`config.mk`:
```
export PLATFORM = sky130hd
export DESIGN_NAME = dadc_top
export DESIGN_NICKNAME = d
export VERILOG_FILES = /design/src/dadc_pkg.sv /design/src/dadc_top.sv /design/src/dadc_edge_sync.sv
export SDC_FILE = /design/constraint.sdc
export NUM_CORES = 1
export LEC_CHECK = 0
export ABC_CLOCK_PERIOD_IN_PS = 1500
export BUFFER_PORTS_ARGS = -buffer_cell sky130_fd_sc_hd__buf_2
export CAP_MARGIN = 20
export CORE_MARGIN = 3
export CORE_UTILIZATION = 59
export DETAILED_ROUTE_END_ITERATION = 6
export GPL_ROUTABILITY_DRIVEN = 0
export PLACE_DENSITY = 0.83
export SLEW_MARGIN = 20
export SYNTH_ARGS = -nofsm -noshare
export SYNTH_HDL_FRONTEND = slang
export SYNTH_HIERARCHICAL = 1
export SYNTH_SLANG_ARGS = --single-unit
```
`constraint.sdc`:
```
create_clock -name mclk -period 1.5 [get_ports mclk]
set_input_delay 0.3 -clock mclk [delete_from_list [all_inputs] [get_ports mclk]]
set_output_delay 0.3 -clock mclk [all_outputs]
set_load 0.005 [all_outputs]
```
`src/dadc_pkg.sv`:
```
// Shared constants and types for the dual-channel converter control block
package dadc_pkg;

   // ----------------------------------------------------------------
   // Frame layout
   // ----------------------------------------------------------------
   localparam int unsigned FRAME_BITS   = 32;        // Two result words per frame
   localparam int unsigned WORD_BITS    = 16;        // One word per channel
   localparam int unsigned DATA_BITS    = 14;        // Result bits inside a word
   localparam logic [5:0]  BIT_CNT_RST  = 6'h00;     // Bit counter after reset
   localparam logic [5:0]  LAST_BIT_IDX = 6'h1F;     // Index at the 32nd shift clock rise

   // ----------------------------------------------------------------
   // Power control
   // ----------------------------------------------------------------
   localparam logic [2:0]  PULSE_CNT_RST = 3'h0;     // Strobe counter after reset
   localparam logic [2:0]  NAP_PULSES    = 3'h2;     // Strobes with no clock edge for nap
   localparam logic [2:0]  SLEEP_PULSES  = 3'h4;     // Strobes with no clock edge for sleep

   typedef enum logic [1:0]
   {
      PWR_ACTIVE = 2'b00,
      PWR_NAP    = 2'b01,
      PWR_SLEEP  = 2'b10,
      PWR_WAKE   = 2'b11
   } dadc_pwr_state_t;

endpackage

```
`src/dadc_top.sv`:
```
// Control logic of a two-channel simultaneous-sampling converter with serial port

module dadc_top #(
   parameter int unsigned DATA_W = dadc_pkg::DATA_BITS   // Result width per channel
)
(
   input  wire logic              mclk,                  // System clock, 25 MHz
   input  wire logic              srst,                  // Synchronous reset, active high
   input  wire logic              sck_pin,               // Host shift clock pin
   input  wire logic              convert_strobe,        // Host convert strobe pin
   input  wire logic [DATA_W-1:0] channel_zero_positive, // Channel 0 result from converter core
   input  wire logic [DATA_W-1:0] channel_one_positive,  // Channel 1 result from converter core
   output logic                   serial_result_out,     // Serial data, output value
   output logic                   serial_result_oe,      // Serial data, output enable
   output logic                   convert_strobe_busy,             // Conversion in progress
   output logic                   acquiring,             // Acquisition interval
   output logic                   nap_active,            // Nap state
   output logic                   sleep_active,          // Sleep state
   output logic                   reference_on           // Internal reference powered
);

   localparam int unsigned PAD_W = dadc_pkg::WORD_BITS - DATA_W;

   logic                          sck_rise;
   logic                          convert_strobe_rise;
   logic [DATA_W-1:0]             held0_q;
   logic [DATA_W-1:0]             held1_q;
   logic [dadc_pkg::FRAME_BITS-1:0] shift_q;
   logic [5:0]                    bit_cnt_q;
   logic [2:0]                    pulse_cnt_q;
   dadc_pkg::dadc_pwr_state_t     state_q;
   dadc_pkg::dadc_pwr_state_t     state_d;

   // ----------------------------------------------------------------
   // Pin synchronisers
   // ----------------------------------------------------------------
   dadc_edge_sync u_sck_sync
   (
      .mclk     (mclk),
      .srst     (srst),
      .async_in (sck_pin),
      .level    (),
      .rise     (sck_rise)
   );

   dadc_edge_sync u_convert_strobe_sync
   (
      .mclk     (mclk),
      .srst     (srst),
      .async_in (convert_strobe),
      .level    (),
      .rise     (convert_strobe_rise)
   );

   // ----------------------------------------------------------------
   // Sample hold
   // ----------------------------------------------------------------
   // Both channels load on the same edge so they share one sample time
   always_ff @(posedge mclk)
   begin
      if (srst)
      begin
         held0_q <= '0;
         held1_q <= '0;
      end
      else if (convert_strobe_rise)
      begin
         held0_q <= channel_zero_positive;
         held1_q <= channel_one_positive;
      end
   end

   // ----------------------------------------------------------------
   // Result shifter and frame counter
   // ----------------------------------------------------------------
   // The shifter loads the samples held before this strobe, so output lags one conversion
   always_ff @(posedge mclk)
   begin
      if (srst)
      begin
         shift_q           <= '0;
         bit_cnt_q         <= dadc_pkg::BIT_CNT_RST;
         serial_result_oe  <= 1'b0;
         serial_result_out <= 1'b0;
      end
      else if (convert_strobe_rise)
      begin
         shift_q           <= {{PAD_W{1'b0}}, held0_q, {PAD_W{1'b0}}, held1_q};
         bit_cnt_q         <= dadc_pkg::BIT_CNT_RST;
         serial_result_oe  <= 1'b1;
         serial_result_out <= 1'b0;                                             // Leading pad bit
      end
      else if (sck_rise && serial_result_oe)
      begin
         bit_cnt_q <= bit_cnt_q + 6'h01;
         if (bit_cnt_q == dadc_pkg::LAST_BIT_IDX)
         begin
            serial_result_oe  <= 1'b0;
            serial_result_out <= 1'b0;
         end
         else
         begin
            shift_q           <= shift_q << 1;
            serial_result_out <= shift_q[dadc_pkg::FRAME_BITS-2];
         end
      end
   end

   // ----------------------------------------------------------------
   // Conversion and acquisition phases
   // ----------------------------------------------------------------
   // Acquisition opens at the 32nd shift clock rise and closes at the next strobe
   always_ff @(posedge mclk)
   begin
      if (srst)
      begin
         convert_strobe_busy <= 1'b0;
         acquiring <= 1'b1;
      end
      else if (convert_strobe_rise)
      begin
         convert_strobe_busy <= 1'b1;
         acquiring <= 1'b0;
      end
      else if (sck_rise && convert_strobe_busy && bit_cnt_q == dadc_pkg::LAST_BIT_IDX)
      begin
         convert_strobe_busy <= 1'b0;
         acquiring <= 1'b1;
      end
   end

   // ----------------------------------------------------------------
   // Strobe counter for power-down requests
   // ----------------------------------------------------------------
   // A strobe in the same cycle as a clock edge counts as the first of a new run
   always_ff @(posedge mclk)
   begin
      if (srst)
         pulse_cnt_q <= dadc_pkg::PULSE_CNT_RST;
      else if (sck_rise)
         pulse_cnt_q <= convert_strobe_rise ? 3'h1 : dadc_pkg::PULSE_CNT_RST;
      else if (convert_strobe_rise && pulse_cnt_q < dadc_pkg::SLEEP_PULSES)
         pulse_cnt_q <= pulse_cnt_q + 3'h1;
   end

   // ----------------------------------------------------------------
   // Power state machine
   // ----------------------------------------------------------------
   // Wake holds the reference off until a nap request follows the sleep exit
   always_comb
   begin
      state_d = state_q;
      unique case (state_q)
         dadc_pkg::PWR_ACTIVE:
         begin
            if (!sck_rise && pulse_cnt_q >= dadc_pkg::SLEEP_PULSES)
               state_d = dadc_pkg::PWR_SLEEP;
            else if (!sck_rise && pulse_cnt_q >= dadc_pkg::NAP_PULSES)
               state_d = dadc_pkg::PWR_NAP;
         end
         dadc_pkg::PWR_NAP:
         begin
            if (sck_rise)
               state_d = dadc_pkg::PWR_ACTIVE;
            else if (pulse_cnt_q >= dadc_pkg::SLEEP_PULSES)
               state_d = dadc_pkg::PWR_SLEEP;
         end
         dadc_pkg::PWR_SLEEP:
         begin
            if (sck_rise)
               state_d = dadc_pkg::PWR_WAKE;
         end
         dadc_pkg::PWR_WAKE:
         begin
            if (!sck_rise && pulse_cnt_q >= dadc_pkg::NAP_PULSES)
               state_d = dadc_pkg::PWR_NAP;
         end
      endcase
   end

   // State and decoded outputs share one edge
   always_ff @(posedge mclk)
   begin
      if (srst)
      begin
         state_q      <= dadc_pkg::PWR_ACTIVE;
         nap_active   <= 1'b0;
         sleep_active <= 1'b0;
         reference_on <= 1'b1;
      end
      else
      begin
         state_q      <= state_d;
         nap_active   <= (state_d == dadc_pkg::PWR_NAP);
         sleep_active <= (state_d == dadc_pkg::PWR_SLEEP);
         reference_on <= (state_d == dadc_pkg::PWR_ACTIVE) || (state_d == dadc_pkg::PWR_NAP);
      end
   end

   // ----------------------------------------------------------------
   // Assertions
   // ----------------------------------------------------------------
   property p_strobe_starts;
      @(posedge mclk) disable iff (srst)
      convert_strobe_rise |=> convert_strobe_busy && serial_result_oe && !acquiring;
   endproperty
   a_strobe_starts: assert property (p_strobe_starts)
      else $error("strobe did not start a conversion");

   property p_common_sample;
      @(posedge mclk) disable iff (srst)
      convert_strobe_rise |=> held0_q == $past(channel_zero_positive) && held1_q == $past(channel_one_positive);
   endproperty
   a_common_sample: assert property (p_common_sample)
      else $error("channels not captured together");

   property p_bit_step;
      @(posedge mclk) disable iff (srst)
      sck_rise && serial_result_oe && !convert_strobe_rise && bit_cnt_q != dadc_pkg::LAST_BIT_IDX
         |=> bit_cnt_q == $past(bit_cnt_q) + 6'h01 && serial_result_out == $past(shift_q[30]);
   endproperty
   a_bit_step: assert property (p_bit_step)
      else $error("shift clock rise did not advance data");

   property p_release;
      @(posedge mclk) disable iff (srst)
      !serial_result_oe |-> !serial_result_out;
   endproperty
   a_release: assert property (p_release)
      else $error("data driven while released");

   property p_latency;
      @(posedge mclk) disable iff (srst)
      convert_strobe_rise |=> shift_q[29:16] == $past(held0_q) && shift_q[13:0] == $past(held1_q);
   endproperty
   a_latency: assert property (p_latency)
      else $error("frame does not hold previous samples");

   property p_nap;
      @(posedge mclk) disable iff (srst)
      state_q == dadc_pkg::PWR_ACTIVE && !sck_rise && pulse_cnt_q == dadc_pkg::NAP_PULSES |=> nap_active;
   endproperty
   a_nap: assert property (p_nap)
      else $error("nap not entered after two strobes");

   property p_sleep;
      @(posedge mclk) disable iff (srst)
      state_q != dadc_pkg::PWR_WAKE && !sck_rise && pulse_cnt_q == dadc_pkg::SLEEP_PULSES
         |=> sleep_active && !reference_on;
   endproperty
   a_sleep: assert property (p_sleep)
      else $error("sleep not entered after four strobes");

   property p_wake;
      @(posedge mclk) disable iff (srst)
      state_q == dadc_pkg::PWR_SLEEP && sck_rise |=> !sleep_active ##1 !sleep_active;
   endproperty
   a_wake: assert property (p_wake)
      else $error("clock pulse did not leave sleep");

   property p_ref_nap;
      @(posedge mclk) disable iff (srst)
      nap_active |-> reference_on;
   endproperty
   a_ref_nap: assert property (p_ref_nap)
      else $error("reference off during nap");

   property p_reset_active;
      @(posedge mclk)
      $past(srst) && !srst |-> !nap_active && !sleep_active && reference_on && acquiring;
   endproperty
   a_reset_active: assert property (p_reset_active)
      else $error("not active after reset");

   property p_acq_open;
      @(posedge mclk) disable iff (srst)
      sck_rise && convert_strobe_busy && !convert_strobe_rise && bit_cnt_q == dadc_pkg::LAST_BIT_IDX |=> acquiring && !serial_result_oe;
   endproperty
   a_acq_open: assert property (p_acq_open)
      else $error("acquisition did not open at 32nd rise");

   property p_count;
      @(posedge mclk) disable iff (srst)
      (sck_rise && !convert_strobe_rise |=> pulse_cnt_q == 3'h0) and
      (!sck_rise && pulse_cnt_q == dadc_pkg::SLEEP_PULSES |=> pulse_cnt_q == dadc_pkg::SLEEP_PULSES);
   endproperty
   a_count: assert property (p_count)
      else $error("strobe counter wrong");

   c_nap:   cover property (@(posedge mclk) disable iff (srst) $rose(nap_active));
   c_sleep: cover property (@(posedge mclk) disable iff (srst) $rose(sleep_active));
   c_frame: cover property (@(posedge mclk) disable iff (srst) $fell(serial_result_oe) ##[1:1000] convert_strobe_rise);
   c_back:  cover property (@(posedge mclk) disable iff (srst)
      state_q == dadc_pkg::PWR_WAKE ##[1:1000] state_q == dadc_pkg::PWR_ACTIVE);

endmodule

```
`src/dadc_edge_sync.sv`:
```
// Two-flop synchroniser with rising edge detection for one pin
module dadc_edge_sync
(
   input  wire logic mclk,       // System clock
   input  wire logic srst,       // Synchronous reset, active high
   input  wire logic async_in,   // Pin from outside the clock domain
   output logic      level,      // Synchronised level
   output logic      rise        // One-cycle pulse on a rising edge
);

   logic meta_q;
   logic sync_q;
   logic prev_q;

   // ----------------------------------------------------------------
   // Synchroniser chain; meta_q feeds only sync_q
   // ----------------------------------------------------------------
   always_ff @(posedge mclk)
   begin
      if (srst)
      begin
         meta_q <= 1'b0;
         sync_q <= 1'b0;
         prev_q <= 1'b0;
      end
      else
      begin
         meta_q <= async_in;
         sync_q <= meta_q;
         prev_q <= sync_q;
      end
   end

   // Edge taken only from settled flops
   assign level = sync_q;
   assign rise  = sync_q & ~prev_q;

endmodule

```
# After elaboration in Yosys (flattened, before gate mapping)
# Index checks and enable logic that the tools add are counted.
# classes
n_eq_ne	7
magnitude_cmp	3
bitwise_logic	5
reduce_logical	18
addsub	2
muxes	20
# ops
operator	n
$mux W30	3
$mux W2	5
$mux W1	9
$pmux W2 S4	1
$reduce_bool A2 Y1	4
$add A6 B1 Y6 const B	1
$eq A2 B2 Y1 const B	3
$eq A6 B5 Y1 const B	1
$logic_and A1 B1 Y1	6
$mux W3	2
$reduce_and A2 Y1	3
$eq A2 B1 Y1 const B	2
$logic_not A2 Y1	2
$add A3 B1 Y3 const B	1
$ge A3 B2 Y1 const B	1
$ge A3 B3 Y1 const B	1
$lt A3 B3 Y1 const B	1
$not A1 Y1	3
$and A1 B1 Y1	2
$ne A2 B2 Y1 const B	1
$reduce_or A2 Y1	1
$logic_not A1 Y1	1
$logic_or A1 B1 Y1	1
# word_totals
in_bits	32
register_bits	83
output_inout_bits	7
word_cells	75

# Depth between registers and ports, before layout
# depth
word_depth	9
depth_mapped	6
mapped_depth_nobuf	4

# Modules after synthesis
# Netlist, hierarchy kept.
# modules_own_cells
module	area_each_um2	n_inst	seq_area_each_um2	cells_per_inst
dadc_top	3801.1	1	1541.5	447
dadc_edge_sync	87.6	2	60.1	7

# Least setup slack after synthesis
# Ideal clock, no wire load.
# synth_timing
path_kind	flip-flop to flip-flop
startpoint	reg bit_cnt_q[0]
endpoint	reg shift_q[13] (netlist name)
arrival_time_ps	1224
path_buffers	2
period_less_slack_ps	1343
stages_incl_launch_ff	7
required_time_ps	1380
slack_ps	157
setup_ps	120
cell_sequence	dfxtp_1 ha_1 buf_2 buf_2 nand3b_1 o2bb2ai_1 o31a_1
# synth_via
elab_chain_cells	3
# synth_rtl
item	line	text
start, declared	dadc_top.sv:29	logic [5:0] bit_cnt_q;
start signal, assigned	dadc_top.sv:82	bit_cnt_q <= dadc_pkg::BIT_CNT_RST;
start signal, assigned	dadc_top.sv:89	bit_cnt_q <= dadc_pkg::BIT_CNT_RST;
start signal, assigned	dadc_top.sv:95	bit_cnt_q <= bit_cnt_q + 6'h01;
$eq A6 B5 Y1	dadc_top.sv:96	if (bit_cnt_q == dadc_pkg::LAST_BIT_IDX)
$ne A2 B2 Y1 (no line)	n/a	
$reduce_and A2 Y1 (no line)	n/a	
end signal, assigned	dadc_top.sv:88	shift_q <= {{PAD_W{1'b0}}, held0_q, {PAD_W{1'b0}}, held1_q};
end signal, assigned	dadc_top.sv:103	shift_q <= shift_q << 1;
end, declared	dadc_top.sv:28	logic [dadc_pkg::FRAME_BITS-1:0] shift_q;
# Every way passes these cells.
# A chain may end at the register's enable or synchronous reset.

# Worst setup path in the final report
# layout_timing
startpoint	reg bit_cnt_q[1]
endpoint	reg shift_q[23] (netlist name)
# The elaborated chain is that of the path after synthesis.

==> impl_metrics.sql <==
INSERT INTO impl_metrics (metric_group, metric, value, unit) VALUES
('setup_path', 'crit_type', 'flip-flop to flip-flop', ''),
('timing', 'headroom_to_the_max_slew_limit', '75.3', '%'),
('logic_synthesis', 'post_synth_cell_types', '38', ''),
('global_routing', 'via_count_of_the_first_global_routing_pass', '3211', ''),
('setup_path', 'arrival_time_reported_for_the_critical_path_endpoint', '1.68', 'ns'),
('timing', 'slew_violations', '0', ''),
('global_routing', 'antenna_found_initial', '0', ''),
('logic_synthesis', 'part_of_the_yosys_area_used_for_sequential_elements', '41.8', '%'),
('logic_synthesis', 'ys_async_sr_fraction', '0', '%'),
('routing', 'drc_markers', '0', ''),
('setup_path', 'timing.rr.end', 'shift_q[23]', ''),
('die', 'rows', '29', ''),
('cts', 'ctsRootBufferMaster', 'clkbuf_8', ''),
('routing', 'vias_per_cell', '5.93', ''),
('setup_path', 'crit_end', 'shift_q[23]', ''),
('die', 'floorplan.initialDensity', '61.9', '%'),
('global_routing', 'globalRouteTotalUtil', '23.5', '%'),
('logic_synthesis', 'synth-main-ff-cell', 'dfxtp_1', ''),
('cts', 'clock_latency', '0.35', 'ns'),
('job', 'drv_cap', '0', ''),
('die', 'dieHeight', '88.1', 'µm'),
('timing', 'max_freq', '0.695', 'GHz'),
('finish', 'finalNetCount', '525', ''),
('status', 'run_status', 'finished, final reports clean', ''),
('routing', 'm1WireLength', '3740', 'µm'),
('finish', 'antennaDiodeCount', '0', ''),
('logic_synthesis', 'synth_edf_count', '0', ''),
('placed_design', 'placed_cells', '556', ''),
('routing', 'routed_wirelength', '8440', 'µm'),
('placed_design', 'i_o_buffers', '38', ''),
('global_routing', 'grt_pass1_wl', '14600', 'µm'),
('timing', 'final-setup-viol-count', '0', ''),
('setup_path', 'ff2ff_path_depth', '5', ''),
('logic_synthesis', 'mappedNetlistNets', '495', ''),
('timing', 'layout_worst_path_cycle_share', '95.9', '%'),
('finish', 'finalInstanceArea', '4540', 'µm²'),
('cts', 'cts_hold_buffers', '0', ''),
('placed_design', 'pre_cts_slack', '-0.0148', 'ns'),
('setup_path', 'worstSetupEndpointType', 'flip-flop', ''),
('timing', 'final.setup.worst_slack', '0.0611', 'ns'),
('setup_path', 'crit_path_max_fanout', '8', ''),
('setup_path', 'required', '1.74', 'ns'),
('setup_path', 'worstSetupStartpointType', 'flip-flop', ''),
('cts', 'numCtsBuffers', '9', ''),
('finish', 'num-fill-cells', '521', ''),
('timing', 'max_slew.worst_pin.slew', '0.369', 'ns'),
('routing', 'route.met2.wl', '4110', 'µm'),
('worst_hold_path', 'timing.hold.worst.start', 'sck_pin', ''),
('timing', 'clock-skew-final', '0.00931', 'ns'),
('routing', 'num_vias', '3396', ''),
('logic_synthesis', 'synth_top_area_share', '41.8', '%'),
('setup_path', 'setup.reg_to_reg.worst_slack', '0.06', 'ns'),
('finish', 'area.growth.synth_to_final', '14.2', '%'),
('global_routing', 'grt_start_max_net_pins', '50', ''),
('die', 'core-area', '6420', 'µm²'),
('placed_design', 'detailedPlacementHpwl', '5440', 'µm'),
('routing', 'first_iter_violations', '195', ''),
('finish', 'final_cell_count_no_fill', '573', ''),
('routing', 'drt_pre_antenna_iters', '4', ''),
('global_routing', 'grt_remaining_overflow', '0', ''),
('die', 'pin_count', '39', ''),
('die', 'die_x', '88.1', 'µm'),
('cts', 'clock_sink_count', '83', ''),
('timing', 'report.final.hold_viol_count', '0', ''),
('logic_synthesis', 'synthesis.instances', '461', ''),
('die', 'dieArea', '7760', 'µm²'),
('pwr', 'static_leakage', '1.61', 'nW'),
('finish', 'layout_cells_sized_above_1', '17.1', '%'),
('logic_synthesis', 'yosys-top-cells-area', 'dfxtp_1 (42%), mux2i_1 (8.3%), a21oi_1 (8.2%)', ''),
('routing', 'route.top_layer_used', 'met4', ''),
('cts', 'tritoncts_clock_tree', 'done', '');
metrics by stage:
| step | hold slack (ns) | total power, W | TNS, ns | util (%) |
|---|---|---|---|---|
| after floorplan | 0.372 | 0.00262 | 0 | - |
| after global placement | 0.429 | 0.00272 | 0 | 67.2 |
| after detailed placement | 0.428 | 0.00274 | -0.0180 | 67.2 |
| after CTS | 0.144 | 0.00430 | 0 | 70.2 |
| after global routing | 0.178 | 0.00444 | -0.0443 | 70.7 |
| final | 0.159 | 0.00427 | 0 | 70.7 |
where the power goes:
group          internal [W]  leakage, nW  total (W)  switching [W]
clock network      0.000817       0.0947    0.00158       0.000764
registers           0.00228        0.676    0.00233      0.0000501
logic              0.000180        0.844   0.000361       0.000180
synthesized netlist by cell type (3+ instances only):
master     count
dfxtp_1       83
a21oi_1       65
nor2_1        37
mux2i_1       33
nand3_1       31
inv_1         28
nand3b_1      27
o2bb2ai_1     27
o31a_1        27
buf_2         23
clkbuf_1      15
nand2_1        9
nor2b_1        9
o21ai_0        7
nand2b_1       5
buf_1          3
buf_4          3
nor3_1         3
or3_1          3
area by class of cell:
type	instances	area [µm²]	share of cell area (%)
repair buffers	66	487	10.7
multi-input cells	303	2000	44.1
flip-flops and latches	83	1660	36.6
clock inverters	2	35.0	0.772
clock buffers	14	153	3.36
well taps	77	96.3	2.12
inverters	28	105	2.32
registers in the layout (all words and copies together) (netlist names):
name,count
sleep_active,1
held0_q,14
nap_active,1
u_convert_strobe_sync/prev_q,1
u_convert_strobe_sync/level,1
state_q,2
serial_result_oe,1
convert_strobe_busy,1
held1_q,14
u_convert_strobe_sync/meta_q,1
reference_on,1
pulse_cnt_q,3
bit_cnt_q,6
u_sck_sync/level,1
u_sck_sync/meta_q,1
acquiring,1
u_sck_sync/prev_q,1
serial_result_out,1
shift_q,31
logic make-up after synthesis:
family                     synth area share, %
DFF                                       41.8
xor gates and xnor gates                 0.441
adders and majority gates                0.629
muxes                                     8.31
buffers and inverters                     8.50
AOI/OAI and AO/OA                         22.2
and+or+nand+nor                           18.2
how the worst min path moves through the flow:
stage / endpoint / slack (ns) / cells after the start
after floorplan: u_convert_strobe_sync/level / 0.37 / 1
after detailed placement: u_sck_sync/level / 0.43 / 1
after global placement: u_convert_strobe_sync/level / 0.43 / 1
final: u_sck_sync/meta_q / 0.16 / 2
after global routing: u_sck_sync/meta_q / 0.18 / 2
after CTS: u_sck_sync/meta_q / 0.14 / 2
placed cells by master (no fill, tap or decap), types with 6 or more instances in the layout:
cell type  instances
dfxtp_1           82
a21oi_1           64
buf_2             38
nor2_1            37
mux2i_1           33
nand3_1           31
inv_1             28
nand3b_1          27
o2bb2ai_1         27
o31a_1            27
buf_4             19
clkbuf_8          10
nand2_1            9
nor2b_1            8
o21ai_0            7
buf_12             6
critical path, stage by stage, from the launching register on:
cell     delay [ns]
dfxtp_1        0.37
ha_2           0.22
nor2b_4        0.22
buf_4          0.19
a21oi_1        0.08
o31a_1         0.23
timing repair:
item,in CTS,in global routing
endpoints found under the setup margin,12,20
pin swaps,0,1
gates resized for setup,1,7
hold endpoints to repair,0,0
setup buffers,0,1
layer usage:
layer,vias to the layer above,GRT usage [%]
li1,1676,-
met1,1619,30.1
met2,85,38.4
met3,16,3.57
met4,0,11.8
met5,-,0
Power figures use the tool's default switching activity.
